[src/core/pra_pkg.sv]
// shared constants and types for the packet retry and line arbiter
// Notes on behaviour
// - repeater forwards packet, then returns own ack
// - broadcast repeats count times, no ack wait
// - repeated broadcast copies are not delivered again
// - success on received acknowledgment packet, or after the last broadcast copy
// - first data reception: ack and deliver
// - retry zero: no ack gives failure, stop
// - retry n: resend until ack or n+1
// - duplicate data: ack but withhold delivery
// - ack gives success; exhaustion gives failure
// - retry from register or set command
// - sender steps group frequency each attempt
// - idle receiver cycles group, dwelling longer
// - collision enable holds output until interval
// - sync-enabled modem emits carriage return idle
// - line traffic restarts interval measurement
// - earlier foreign output defers own output
// - repeating broadcast sender drops incoming packets
// - random wait 0, 3, 6, 10 ms
// - ack must start within 5 ms
package pra_pkg;
   localparam int unsigned CLK_HZ      = 40_000_000;
   localparam int unsigned ACK_WAIT_MS = 5;
   localparam int unsigned RW_A_MS     = 3;
   localparam int unsigned RW_B_MS     = 6;
   localparam int unsigned RW_C_MS     = 10;
   localparam int unsigned ACK_WAIT_CYC = ACK_WAIT_MS * (CLK_HZ / 1000);
   localparam int unsigned RW_A_CYC     = RW_A_MS * (CLK_HZ / 1000);
   localparam int unsigned RW_B_CYC     = RW_B_MS * (CLK_HZ / 1000);
   localparam int unsigned RW_C_CYC     = RW_C_MS * (CLK_HZ / 1000);
   localparam int unsigned US_CYC       = CLK_HZ / 1_000_000;

   localparam logic [7:0] ADDR_RETRY  = 8'h00;
   localparam logic [7:0] ADDR_IVAL   = 8'h04;
   localparam logic [7:0] ADDR_OPT    = 8'h08;
   localparam logic [7:0] ADDR_GSIZE  = 8'h0C;
   localparam logic [7:0] ADDR_DWELL  = 8'h10;
   localparam logic [7:0] ADDR_STATUS = 8'h14;

   localparam int unsigned OPT_GRP_BIT  = 0;
   localparam int unsigned OPT_COLL_BIT = 1;
   localparam int unsigned OPT_SYNC_BIT = 2;

   localparam logic [7:0]  RETRY_RST = 8'h03;
   localparam logic [15:0] IVAL_RST  = 16'h0064;
   localparam logic [2:0]  OPT_RST   = 3'h0;
   localparam logic [4:0]  GSIZE_RST = 5'h01;
   localparam logic [15:0] DWELL_RST = 16'h2710;
   localparam logic [7:0]  LFSR_RST  = 8'hA5;
   localparam logic [7:0]  SYNC_CHAR = 8'h0D;

   typedef enum logic [4:0] {
      ST_IDLE  = 5'b0_0001,
      ST_RWAIT = 5'b0_0010,
      ST_CSNS  = 5'b0_0100,
      ST_SEND  = 5'b0_1000,
      ST_ACKW  = 5'b1_0000
   } pra_state_t;
endpackage

[src/core/pra_arq.sv]
// packet retry engine, duplicate filter, hop control and line arbiter
//
// Design decisions made here: the register addresses and the strobed register port.
`timescale 1ns/1ps
`default_nettype none
module pra_arq #(
   parameter int unsigned ACK_WAIT_CYC = pra_pkg::ACK_WAIT_CYC,
   parameter int unsigned RW_A_CYC     = pra_pkg::RW_A_CYC,
   parameter int unsigned RW_B_CYC     = pra_pkg::RW_B_CYC,
   parameter int unsigned RW_C_CYC     = pra_pkg::RW_C_CYC
) (
   input  wire logic       clk_i,                 // 40 MHz clock
   input  wire logic       resetn_i,              // async reset, active low
   input  wire logic [7:0] addr_i,                // register byte address
   input  wire logic [31:0] wdata_i,              // register write data
   input  wire logic       wr_i,                  // write strobe
   input  wire logic       rd_i,                  // read strobe
   output logic [31:0]     rdata_o,               // read data, cycle after rd_i
   input  wire logic       send_direct_cmd_i,     // terminal send, pulse
   input  wire logic       send_via_relay_cmd_i,  // terminal send via repeater, pulse
   input  wire logic       cmd_bcast_i,           // qualifies send as broadcast
   input  wire logic       retry_set_cmd_i,       // retry setting command, pulse
   input  wire logic [7:0] retry_val_i,           // value for retry_set_cmd_i
   input  wire logic       relay_fwd_i,           // packet to forward as repeater
   input  wire logic       carrier_i,             // channel busy
   input  wire logic       radio_done_i,          // radio finished sending
   input  wire logic       ack_start_i,           // ack preamble seen
   input  wire logic       ack_rx_i,              // ack packet received
   input  wire logic       ack_abort_i,           // ack reception broke off
   input  wire logic       rx_pkt_i,              // data packet received, pulse
   input  wire logic       rx_bcast_i,            // received packet is broadcast
   input  wire logic [7:0] rx_tag_i,              // packet identity tag
   input  wire logic       line_act_i,            // rs485 line activity pin
   input  wire logic       ser_pending_i,         // terminal data waiting for line
   output logic            radio_tx_o,            // start radio send, pulse
   output logic            ack_tx_o,              // send ack packet, pulse
   output logic            deliver_o,             // deliver rx data, pulse
   output logic            success_response_o,    // success to terminal, pulse
   output logic            failure_response_o,    // failure to terminal, pulse
   output logic [4:0]      freq_o,                // current group frequency
   output logic            busy_o,                // transfer in progress
   output logic            ser_grant_o,           // own line output allowed
   output logic            sync_o,                // emit sync char, pulse
   output logic [7:0]      sync_char_o            // sync char while sync_o
);
   function automatic logic [4:0] next_freq(input logic [4:0] f, input logic [4:0] n);
      next_freq = (f + 5'd1 >= n) ? 5'd0 : f + 5'd1;
   endfunction
   function automatic logic [19:0] rwait_len(input logic [1:0] s);
      rwait_len = (s == 2'd0) ? 20'd0 : (s == 2'd1) ? 20'(RW_A_CYC - 1) :
                  (s == 2'd2) ? 20'(RW_B_CYC - 1) : 20'(RW_C_CYC - 1);
   endfunction

   ////////////////////////////////////////////////////////////////////////
   pra_pkg::pra_state_t st_r, st_nxt;
   logic [19:0] tmr_r, tmr_nxt;
   logic [7:0]  left_r, left_nxt, retry_r, retry_nxt, tag_r, tag_nxt, lfsr_r, lfsr_nxt;
   logic        bcast_r, bcast_nxt, relay_r, relay_nxt, seen_r, seen_nxt, tagv_r, tagv_nxt;
   logic [4:0]  freq_r, freq_nxt, gsize_r, gsize_nxt;
   logic [15:0] dwc_r, dwc_nxt, ival_r, ival_nxt, dwell_r, dwell_nxt, cnt_r, cnt_nxt;
   logic [2:0]  opt_r, opt_nxt;
   logic [5:0]  pre_r, pre_nxt;
   logic        line_m_r, line_s_r, grant_r, grant_nxt, sync_r, sync_nxt;
   logic        rtx_nxt, atx_nxt, dlv_nxt, suc_nxt, fail_nxt;
   logic [31:0] rdata_nxt;
   logic [7:0]  schar_nxt;
   logic        tick, grp_en, coll_en, rx_ok, dup, att_fail, ready;
   logic        busy_r, busy_nxt;

   assign tick    = (pre_r == 6'd0);
   assign grp_en  = opt_r[pra_pkg::OPT_GRP_BIT];
   assign coll_en = opt_r[pra_pkg::OPT_COLL_BIT];
   assign rx_ok   = rx_pkt_i && !(bcast_r && st_r != pra_pkg::ST_IDLE);
   assign dup     = tagv_r && (rx_tag_i == tag_r);
   assign att_fail = (st_r == pra_pkg::ST_ACKW) && ((!seen_r && tmr_r == 20'd0) || (seen_r && ack_abort_i));
   assign ready   = !ser_pending_i && !grant_r && !line_s_r && cnt_r >= ival_r;

   ////////////////////////////////////////////////////////////////////////
   // registers over the plain port
   always_comb begin
      retry_nxt = retry_r;
      ival_nxt  = ival_r;
      opt_nxt   = opt_r;
      gsize_nxt = gsize_r;
      dwell_nxt = dwell_r;
      rdata_nxt = 32'h0000_0000;
      if (wr_i) begin
         unique case (addr_i)
            pra_pkg::ADDR_RETRY: retry_nxt = wdata_i[7:0];
            pra_pkg::ADDR_IVAL:  ival_nxt  = wdata_i[15:0];
            pra_pkg::ADDR_OPT:   opt_nxt   = wdata_i[2:0];
            pra_pkg::ADDR_GSIZE: gsize_nxt = (wdata_i[4:0] == 5'd0) ? 5'd1 : wdata_i[4:0];
            pra_pkg::ADDR_DWELL: dwell_nxt = wdata_i[15:0];
            default: ;
         endcase
      end
      if (retry_set_cmd_i) begin
         retry_nxt = retry_val_i;
      end
      if (rd_i) begin
         unique case (addr_i)
            pra_pkg::ADDR_RETRY:  rdata_nxt = {24'h00_0000, retry_r};
            pra_pkg::ADDR_IVAL:   rdata_nxt = {16'h0000, ival_r};
            pra_pkg::ADDR_OPT:    rdata_nxt = {29'h0000_0000, opt_r};
            pra_pkg::ADDR_GSIZE:  rdata_nxt = {27'h000_0000, gsize_r};
            pra_pkg::ADDR_DWELL:  rdata_nxt = {16'h0000, dwell_r};
            pra_pkg::ADDR_STATUS: rdata_nxt = {12'h000, bcast_r, relay_r, st_r, freq_r, left_r};
            default:              rdata_nxt = 32'h0000_0000;
         endcase
      end
   end

   ////////////////////////////////////////////////////////////////////////
   // transmit sequencing and receive filtering
   always_comb begin
      st_nxt   = st_r;
      tmr_nxt  = (tmr_r == 20'd0) ? 20'd0 : tmr_r - 20'd1;
      left_nxt = left_r;
      bcast_nxt = bcast_r;
      relay_nxt = relay_r;
      seen_nxt = seen_r;
      freq_nxt = (freq_r >= gsize_r) ? 5'd0 : freq_r;
      dwc_nxt  = dwc_r;
      tag_nxt  = tag_r;
      tagv_nxt = tagv_r;
      lfsr_nxt = {lfsr_r[6:0], lfsr_r[7] ^ lfsr_r[5] ^ lfsr_r[4] ^ lfsr_r[3]};
      rtx_nxt  = 1'b0;
      atx_nxt  = 1'b0;
      dlv_nxt  = 1'b0;
      suc_nxt  = 1'b0;
      fail_nxt = 1'b0;
      unique case (st_r)
         pra_pkg::ST_IDLE: begin
            // slower dwell than the sender's hop so the two meet
            if (grp_en && tick) begin
               dwc_nxt = dwc_r + 16'd1;
               if (dwc_r >= dwell_r) begin
                  dwc_nxt  = 16'd0;
                  freq_nxt = next_freq(freq_r, gsize_r);
               end
            end
            if (send_direct_cmd_i || send_via_relay_cmd_i || relay_fwd_i) begin
               left_nxt  = retry_r;
               bcast_nxt = cmd_bcast_i && !relay_fwd_i;
               relay_nxt = relay_fwd_i;
               st_nxt    = pra_pkg::ST_CSNS;
            end
         end
         pra_pkg::ST_RWAIT: st_nxt = (tmr_r == 20'd0) ? pra_pkg::ST_CSNS : st_r;
         pra_pkg::ST_CSNS: begin
            if (carrier_i) begin
               st_nxt  = pra_pkg::ST_RWAIT;
               tmr_nxt = rwait_len(lfsr_r[1:0]);
            end else begin
               rtx_nxt = 1'b1;
               st_nxt  = pra_pkg::ST_SEND;
            end
         end
         pra_pkg::ST_SEND: begin
            if (radio_done_i) begin
               seen_nxt = 1'b0;
               if (bcast_r) begin
                  // broadcast: no ack, count copies only
                  if (left_r <= 8'd1) begin
                     suc_nxt = 1'b1;
                     st_nxt  = pra_pkg::ST_IDLE;
                  end else begin
                     left_nxt = left_r - 8'd1;
                     st_nxt   = pra_pkg::ST_RWAIT;
                     tmr_nxt  = 20'(RW_C_CYC - 1);
                     freq_nxt = grp_en ? next_freq(freq_r, gsize_r) : freq_nxt;
                  end
               end else begin
                  st_nxt  = pra_pkg::ST_ACKW;
                  tmr_nxt = 20'(ACK_WAIT_CYC - 1);
               end
            end
         end
         pra_pkg::ST_ACKW: begin
            seen_nxt = seen_r | ack_start_i;
            if (ack_rx_i) begin
               st_nxt  = pra_pkg::ST_IDLE;
               atx_nxt = relay_r;
               suc_nxt = !relay_r;
            end else if (att_fail) begin
               if (left_r == 8'd0) begin
                  st_nxt   = pra_pkg::ST_IDLE;
                  fail_nxt = !relay_r;
               end else begin
                  left_nxt = left_r - 8'd1;
                  st_nxt   = pra_pkg::ST_RWAIT;
                  tmr_nxt  = rwait_len(lfsr_r[1:0]);
                  freq_nxt = grp_en ? next_freq(freq_r, gsize_r) : freq_nxt;
               end
            end
         end
      endcase
      busy_nxt = (st_nxt != pra_pkg::ST_IDLE);
      if (rx_ok) begin
         atx_nxt = atx_nxt | !rx_bcast_i;
         if (!dup) begin
            dlv_nxt  = 1'b1;
            tag_nxt  = rx_tag_i;
            tagv_nxt = 1'b1;
         end
      end
   end

   ////////////////////////////////////////////////////////////////////////
   // rs485 interval arbitration, time base in microseconds
   always_comb begin
      pre_nxt = (pre_r == 6'(pra_pkg::US_CYC - 1)) ? 6'd0 : pre_r + 6'd1;
      cnt_nxt = (line_s_r || sync_r || grant_r) ? 16'd0 :
                (tick && cnt_r != 16'hFFFF) ? cnt_r + 16'd1 : cnt_r;
      grant_nxt = ser_pending_i && (!coll_en || grant_r || (!line_s_r && cnt_r >= ival_r));
      sync_nxt  = opt_r[pra_pkg::OPT_SYNC_BIT] && ready && !sync_r;
      schar_nxt = sync_nxt ? pra_pkg::SYNC_CHAR : 8'h00;
   end

   ////////////////////////////////////////////////////////////////////////
   always_ff @(posedge clk_i or negedge resetn_i) begin
      if (!resetn_i) begin
         retry_r <= pra_pkg::RETRY_RST;
         ival_r  <= pra_pkg::IVAL_RST;
         opt_r   <= pra_pkg::OPT_RST;
         gsize_r <= pra_pkg::GSIZE_RST;
         dwell_r <= pra_pkg::DWELL_RST;
         rdata_o <= 32'h0000_0000;
         st_r    <= pra_pkg::ST_IDLE;
         tmr_r   <= 20'd0;
         left_r  <= 8'd0;
         bcast_r <= 1'b0;
         relay_r <= 1'b0;
         seen_r  <= 1'b0;
         freq_r  <= 5'd0;
         dwc_r   <= 16'd0;
         tag_r   <= 8'd0;
         tagv_r  <= 1'b0;
         busy_r  <= 1'b0;
         lfsr_r  <= pra_pkg::LFSR_RST;
         radio_tx_o <= 1'b0;
         ack_tx_o   <= 1'b0;
         deliver_o  <= 1'b0;
         success_response_o <= 1'b0;
         failure_response_o <= 1'b0;
         pre_r    <= 6'd0;
         cnt_r    <= 16'd0;
         line_m_r <= 1'b0;
         line_s_r <= 1'b0;
         grant_r  <= 1'b0;
         sync_r   <= 1'b0;
         sync_char_o <= 8'h00;
      end else begin
         retry_r <= retry_nxt;
         ival_r  <= ival_nxt;
         opt_r   <= opt_nxt;
         gsize_r <= gsize_nxt;
         dwell_r <= dwell_nxt;
         rdata_o <= rdata_nxt;
         st_r    <= st_nxt;
         tmr_r   <= tmr_nxt;
         left_r  <= left_nxt;
         bcast_r <= bcast_nxt;
         relay_r <= relay_nxt;
         seen_r  <= seen_nxt;
         freq_r  <= freq_nxt;
         dwc_r   <= dwc_nxt;
         tag_r   <= tag_nxt;
         tagv_r  <= tagv_nxt;
         busy_r  <= busy_nxt;
         lfsr_r  <= lfsr_nxt;
         radio_tx_o <= rtx_nxt;
         ack_tx_o   <= atx_nxt;
         deliver_o  <= dlv_nxt;
         success_response_o <= suc_nxt;
         failure_response_o <= fail_nxt;
         pre_r    <= pre_nxt;
         cnt_r    <= cnt_nxt;
         line_m_r <= line_act_i;
         line_s_r <= line_m_r;
         grant_r  <= grant_nxt;
         sync_r   <= sync_nxt;
         sync_char_o <= schar_nxt;
      end
   end

   assign freq_o      = freq_r;
   assign busy_o      = busy_r;
   assign ser_grant_o = grant_r;
   assign sync_o      = sync_r;
endmodule
`default_nettype wire

[config.mk]
export PLATFORM = sky130hd
export DESIGN_NAME = pra_arq
export DESIGN_NICKNAME = d
export VERILOG_FILES = /design/src/core/pra_pkg.sv /design/src/core/pra_arq.sv
export SDC_FILE = /design/constraint.sdc
export NUM_CORES = 1
export LEC_CHECK = 0
export BUFFER_PORTS_ARGS = -buffer_cell sky130_fd_sc_hd__clkbuf_2
export CORE_ASPECT_RATIO = 0.8
export CORE_MARGIN = 2
export CORE_UTILIZATION = 40
export CTS_BUF_LIST = sky130_fd_sc_hd__clkbuf_8
export CTS_CLUSTER_DIAMETER = 60
export CTS_CLUSTER_SIZE = 14
export DETAILED_ROUTE_END_ITERATION = 10
export PLACE_DENSITY = 0.63
export SYNTH_ARGS = -nofsm -noshare
export SYNTH_HDL_FRONTEND = slang
export SYNTH_SLANG_ARGS = --single-unit
[constraint.sdc]
create_clock -name clk_i -period 3.2 [get_ports clk_i]
set_input_delay 0.64 -clock clk_i [delete_from_list [all_inputs] [get_ports clk_i]]
set_output_delay 0.64 -clock clk_i [all_outputs]
set_load 0.05 [all_outputs]
Word-level counts from Yosys, hierarchy flattened. Index checks and enable logic that the tools add are counted.

Register bits: 190. Bits in latches: 0. Bits in writable memories: 0. Bits in read-only memories: 0. Input bits: 74. Output and inout port bits: 53. Word-level logic and storage cells: 196. Memories: 0.

Add/sub/neg operators: 6. Multiply operators: 0. Div/mod/pow operators: 0. $lt $le $gt $ge: 5. Eq/ne operators: 24. Shift-type cells: 0. Multiplexer cells: 71. Bitwise operators: 6. Reduce and logical (&&, ||, !) cells: 54.

Operators with widths (number): 2-to-1 mux 20 bit (9); one-hot mux 20 bit (6 select lines) (1); 2-to-1 mux 5 bit (18); 2-to-1 mux 8 bit (10); one-hot mux 20 bit (3 select lines) (1); 2-to-1 mux 19 bit (3); 2-to-1 mux 16 bit (3); adder 16 x 1 -> 16 bit (second input constant) (2); greater-or-equal comparator 16 bit (2); one-hot mux 5 bit (5 select lines) (1); one-hot mux 8 bit (3 select lines) (1); logical NOT 20 bit (1); subtractor 20 x 1 -> 20 bit (second input constant) (1); AND reduction 2 bit (9); equality test 8 x 4 -> 1 bit (second input constant) (2); equality test 8 x 5 -> 1 bit (second input constant) (2); logical AND 1 bit (16); logical NOT 8 bit (2); 2-to-1 mux 1 bit (16); != test 16 bit (second input constant) (1); one-hot mux 5 bit (3 select lines) (1); != test 2 bit (second input constant) (7); greater-or-equal comparator 5 bit (2); logical NOT 1 bit (10); 29 further kinds (45).

Depth between registers and ports, before layout.
Depth after elaboration: 8. Gate-level depth with buffers: 10. Gate-level depth less buffers: 10.

Least setup slack after synthesis. Ideal clock, no wire load.

Path kind: register to register. Start: register tmr_r[10]. End: register busy_r, in the netlist busy_o. Library setup time: 0.139 ns. Arrival: 2.301 ns. Data required time: 3.061 ns. Setup slack: 0.760 ns. Cell stages (with the launch flop): 9. Path buffers: 1. Period minus slack after synthesis: 2.440 ns. Path through: dfrtp_1 -> or4_1 -> buf_2 -> nand4bb_1 -> o21a_2 -> nor4_4 -> a2111o_2 -> nand2b_1 -> or4_1.

Longest elaborated chain between the ends: 8. Elaborated cells on any way between the ends: 9. Those cells by class: eq/ne: 1; mux: 4; reduce/logical: 4.

RTL lines: from (decl) (line pra_arq.sv:56) `logic [19:0] tmr_r, tmr_nxt;`; from (signal assigned) (line pra_arq.sv:261) `tmr_r <= tmr_nxt;`; logical NOT 20 bit * (line pra_arq.sv:75, pra_arq.sv:149); logical AND 1 bit (line pra_arq.sv:75) `assign att_fail = (st_r == pra_pkg::ST_ACKW) && ((!seen_r && tmr_r == 20'd0) || (seen_r && ack_abort_i));`; logical OR 1 bit (line pra_arq.sv:75); logical AND 1 bit (line pra_arq.sv:75); 2-to-1 mux 5 bit (line pra_arq.sv:185) `end else if (att_fail) begin`; 2-to-1 mux 5 bit (line pra_arq.sv:181) `if (ack_rx_i) begin`; one-hot mux 5 bit (5 select lines) * (line pra_arq.sv:132) `unique case (st_r)`; net st_nxt[0] (line pra_arq.sv:55) `pra_pkg::pra_state_t st_r, st_nxt;`; != test 5 x 1 -> 1 bit * (line pra_arq.sv:198) `busy_nxt = (st_nxt != pra_pkg::ST_IDLE);`; net busy_nxt (line pra_arq.sv:68) `logic busy_r, busy_nxt;`; to (signal assigned) (line pra_arq.sv:270) `busy_r <= busy_nxt;`; to (decl) (line pra_arq.sv:68).

The timed path passes the listed nets; every way through them passes the cells marked *. A chain may end at the register's enable or synchronous reset.

Final worst setup path.
Start: register left_r[5]. End: register busy_r, in the netlist busy_o.

Longest elaborated chain between the ends: 6. Elaborated cells on any way between the ends: 10. Those cells by class: order compare: 1; eq/ne: 1; mux: 7; reduce/logical: 1.

RTL lines: from (decl) (line pra_arq.sv:57) `logic [7:0] left_r, left_nxt, retry_r, retry_nxt, tag_r, tag_nxt, lfsr_r, lfsr_nxt;`; from (signal assigned) (line pra_arq.sv:262) `left_r <= left_nxt;`; <= comparator 8 x 1 -> 1 bit or logical NOT 8 bit (tied branches) (line pra_arq.sv:164, pra_arq.sv:186); 2-to-1 mux 2 bit (on tied branches) (line pra_arq.sv:164, pra_arq.sv:186); 2-to-1 mux 5 bit (on tied branches) (line pra_arq.sv:162, pra_arq.sv:185); 2-to-1 mux 5 bit (on tied branches) (line pra_arq.sv:160, pra_arq.sv:181); one-hot mux 5 bit (5 select lines) * (line pra_arq.sv:132); net st_nxt[1] (line pra_arq.sv:55); != test 5 x 1 -> 1 bit * (line pra_arq.sv:198); net busy_nxt (line pra_arq.sv:68).

Marks and branches as above.

==> results by group <==
Run status
  – Outcome: finished clean

Logic synthesis
  – Netlist Area Pre-Place: 9607 um2
  – Yosys top cell area share: about 41%
  – Yosys cell types: 70
  – Register area share after synthesis: between 40% and 50%
  – Syn Area/Cell: between 9 and 10 um2
  – Ys Warns: 0
  – Number of synthesized flops with an enable pin: 0
  – FF+latch count, synth: ~170
  – Top cells by area, synth: dfrtp_1 41%, ha_1 7.3%, dfstp_2 4.4%, mux2_2 4.3%, o21ai_0 4.2%
  – Synth Instances: approximately 1000
  – Asr flop ratio synth: 100.0%
  – Top_reg_cell synth: dfrtp_1
  – Cell taking the most area after synthesis: dfrtp_1

Clock tree
  – Setup bufs post-CTS: 0
  – Clock buffer depth: 2
  – CTS sink cnt: between 150 and 200
  – Clock root buffer: clkbuf_8
  – CTS resizes: 0
  – Insertion delay to the later sink of the worst-skew pair: 0.48 ns
  – H-tree depth: 4
  – Cts bufs inserted: 17
  – CTS tree: yes
  – Clk pin slew, worst setup/hold paths: 0.09 ns
  – CTS Hold Bufs: 0

Drt
  – 1st-iter DRT viols: a little over 800
  – 1st-pass router iterations: 5
  – Residual DRC: 0
  – Drt via density: 5.306
  – Met1 WL: approximately 12 mm
  – Top routing layer in use: met4
  – DRT Wirelength: around 24 mm
  – Vias: around 7500
  – Met2 routed WL: between 10 and 15 mm
  – Drt wl/cell: roughly 17 um
  – ANT nets after route: 0
  – Met3 wire length: 1.524 mm

Critical path
  – Slowest Stage Delay on Critical Path: about 0.53 ns
  – WP data required: between 3 and 4 ns
  – Critical Path Fanout Max: 7
  – CP endpoint kind: register
  – Crit path max-delay family: simple AND/OR/NAND/NOR gates
  – Critical Path, Cell by Cell: or3_1, nor4_1, nor3_1, a21oi_1, nand3_1, or4_1
  – Slowest cell on the critical path: or4_1
  – Worst EP arrival: roughly 3.1 ns
  – CP Buf/Inv Count: 0
  – Setup CP Type: reg2reg
  – Type of origin of the critical path: register

Floorplanning
  – Die Area: between 20000 and 30000 um2
  – Site row count: 50
  – I/O pins: approximately 130
  – Initial Util: 40.84%
  – Die Span Y: 142.6 um
  – DIE WIDTH: about 180 um
  – CORE AREA: between 20000 and 25000 um2

Hold path
  – Worst min path class: in2async

STA
  – Setup TNS Final: 0 ns
  – Clock skew: 0.01457 ns
  – Worst hold margin: 0.1282 ns
  – Clock period minus worst slack: ~2.8 ns
  – Endpoints failing hold: 0
  – Upper clock frequency limit: 0.3603 GHz
  – Final WS setup: approximately 0.42 ns
  – Worst slew pin tran: 0.8679 ns
  – Max-slew violation count: 0
  – Period utilization: around 87%
  – Setup violators final: 0
  – RSZ-0062 raised after global routing: false
  – Slew headroom: 41.41%

Global route
  – First-pass GRT wire length: 37.73 mm
  – Antenna violations before repair: 0
  – Vias in the first global route: a little over 7000
  – GR Overflow Total: 0
  – GRT Overall Usage: a little under a fifth
  – Largest net degree at the start of global routing: 61

Power and ir drop
  – Worst VDD drop: about 260 uV
  – Pleak: between 5 and 6 nW
  – PD cells: 548.7 nW/um2
  – Power Total: 5.976 mW

Layout
  – Final Non-Filler Cells: between 1000 and 1500
  – Share of cells above drive strength 1: 19.17%
  – Register Area: 4374 um2
  – Nets: 1223
  – Antenna diodes: 0
  – Multi-input combinational cell area: between 4000 and 5000 um2
  – Synth-to-layout area growth: 13.36%
  – Fillers: about 2200

Placed design
  – DP HPWL: about 18 mm
  – Port bufs: 93
  – Total placed cells including tap cells: 1386
  – DP Worst Slack: ~0.44 ns
  – Global placer's final weighted congestion: 0.8239

Job
  – Max-cap viol count: 0
[synth_stat cells (7+ instances only)]
master and number:
a222oi_1 7, nand4_1 15, mux2i_1 13, nor4_1 9, nand2b_1 13, nand2_1 105, a22oi_1 12, nor3_1 17
nor2_1 77, dfrtp_1 158, nand3_1 29, a21o_1 9, o21ai_0 80, or3_1 12, o211ai_1 9, xor2_1 32
dfstp_2 16, clkbuf_1 28, mux2_2 37, a21oi_1 50, inv_1 55, buf_4 20, nor2b_1 8, xnor2_1 21
and3_1 15, ha_1 56, and2_1 10
[stage by stage]
stage          instance area (um2)  util, %
2_1_floorplan                 9667        -
3_3_place_gp                 10430    44.35
3_5_place_dp                 10430    44.35
4_1_cts                      10890    46.30
5_1_grt                      10890    46.30
6_report                     10890    46.30
[state kept, by name, indices dropped and copies added, names as in the netlist, 3 cells and up]
register and count:
freq_o 5, tag_r 8, dwell_r 16, retry_r 8, lfsr_r 8, tmr_r 20, dwc_r 16, left_r 8
st_r 5, ival_r 16, gsize_r 5, pre_r 6, opt_r 3, rdata_o 20, cnt_r 16
[area by class of cell]
class                           instances  share of cell area, %
Tap cell                              312                  3.585
Inverter                               55                  1.896
Multi-Input combinational cell        731                  44.24
Clock buffer                           19                  2.401
Clock inverter                         13                  1.815
Timing Repair Buffer                  114                  5.894
Sequential cell                       174                  40.17
[cell families (layout without fill, tap and decap cells)]
kind of cell               Yosys count  in the layout  share of synthesized area [%]
xor gates and xnor gates            53             53                          4.832
adders and majority gates           56             56                          7.294
buffers and inverters              107            201                          4.988
and+or+nand+nor                    341            341                          17.91
muxes                               50             50                          5.692
other                                1             17                        0.03904
DFF                                174            174                          45.53
AOI/OAI and AO/OA                  214            214                          13.71
[report_power, final]
part | internal [mW] | switching (mW) | total, mW
Sequential | 2.45 | 0.286 | 2.74
Combinational | 0.567 | 0.893 | 1.46
Clock | 0.965 | 0.816 | 1.78
Total | 3.98 | 1.99 | 5.98
[layout by cell type (no fill, tap or decap), types with 19 or more instances in the layout]
cell type	instances
nor2_1	77
nand3_1	29
clkbuf_8	19
o21ai_0	80
ha_1	56
dfrtp_1	158
clkbuf_2	92
nand2_1	105
inv_1	58
a21oi_1	50
xnor2_1	21
buf_4	20
xor2_1	32
mux2_2	37
[path summary, 6_finish.rpt]
path	start	end	slack, ns	depth (start not counted)
worst min register to register	lfsr_r[6]	lfsr_r[7]	0.36	0
max in group asynchronous	resetn_i	retry_r[0]	2.19	2
min in group clk_i	line_act_i	line_m_r	0.27	1
worst min-delay path	resetn_i	tmr_r[13]	0.13	1
worst max-delay path	left_r[5]	busy_o	0.42	6
worst max register to register	left_r[5]	busy_o	0.42	6
[layer usage]
metal | GRT usage, % | vias to the layer above
li1 | - | 3676
met5 | 0 | -
met3 | 4.047 | 15
met4 | 4.012 | 0
met2 | 27.52 | 213
met1 | 29.47 | 3620
No activity file was read; power rests on OpenSTA's default activity.
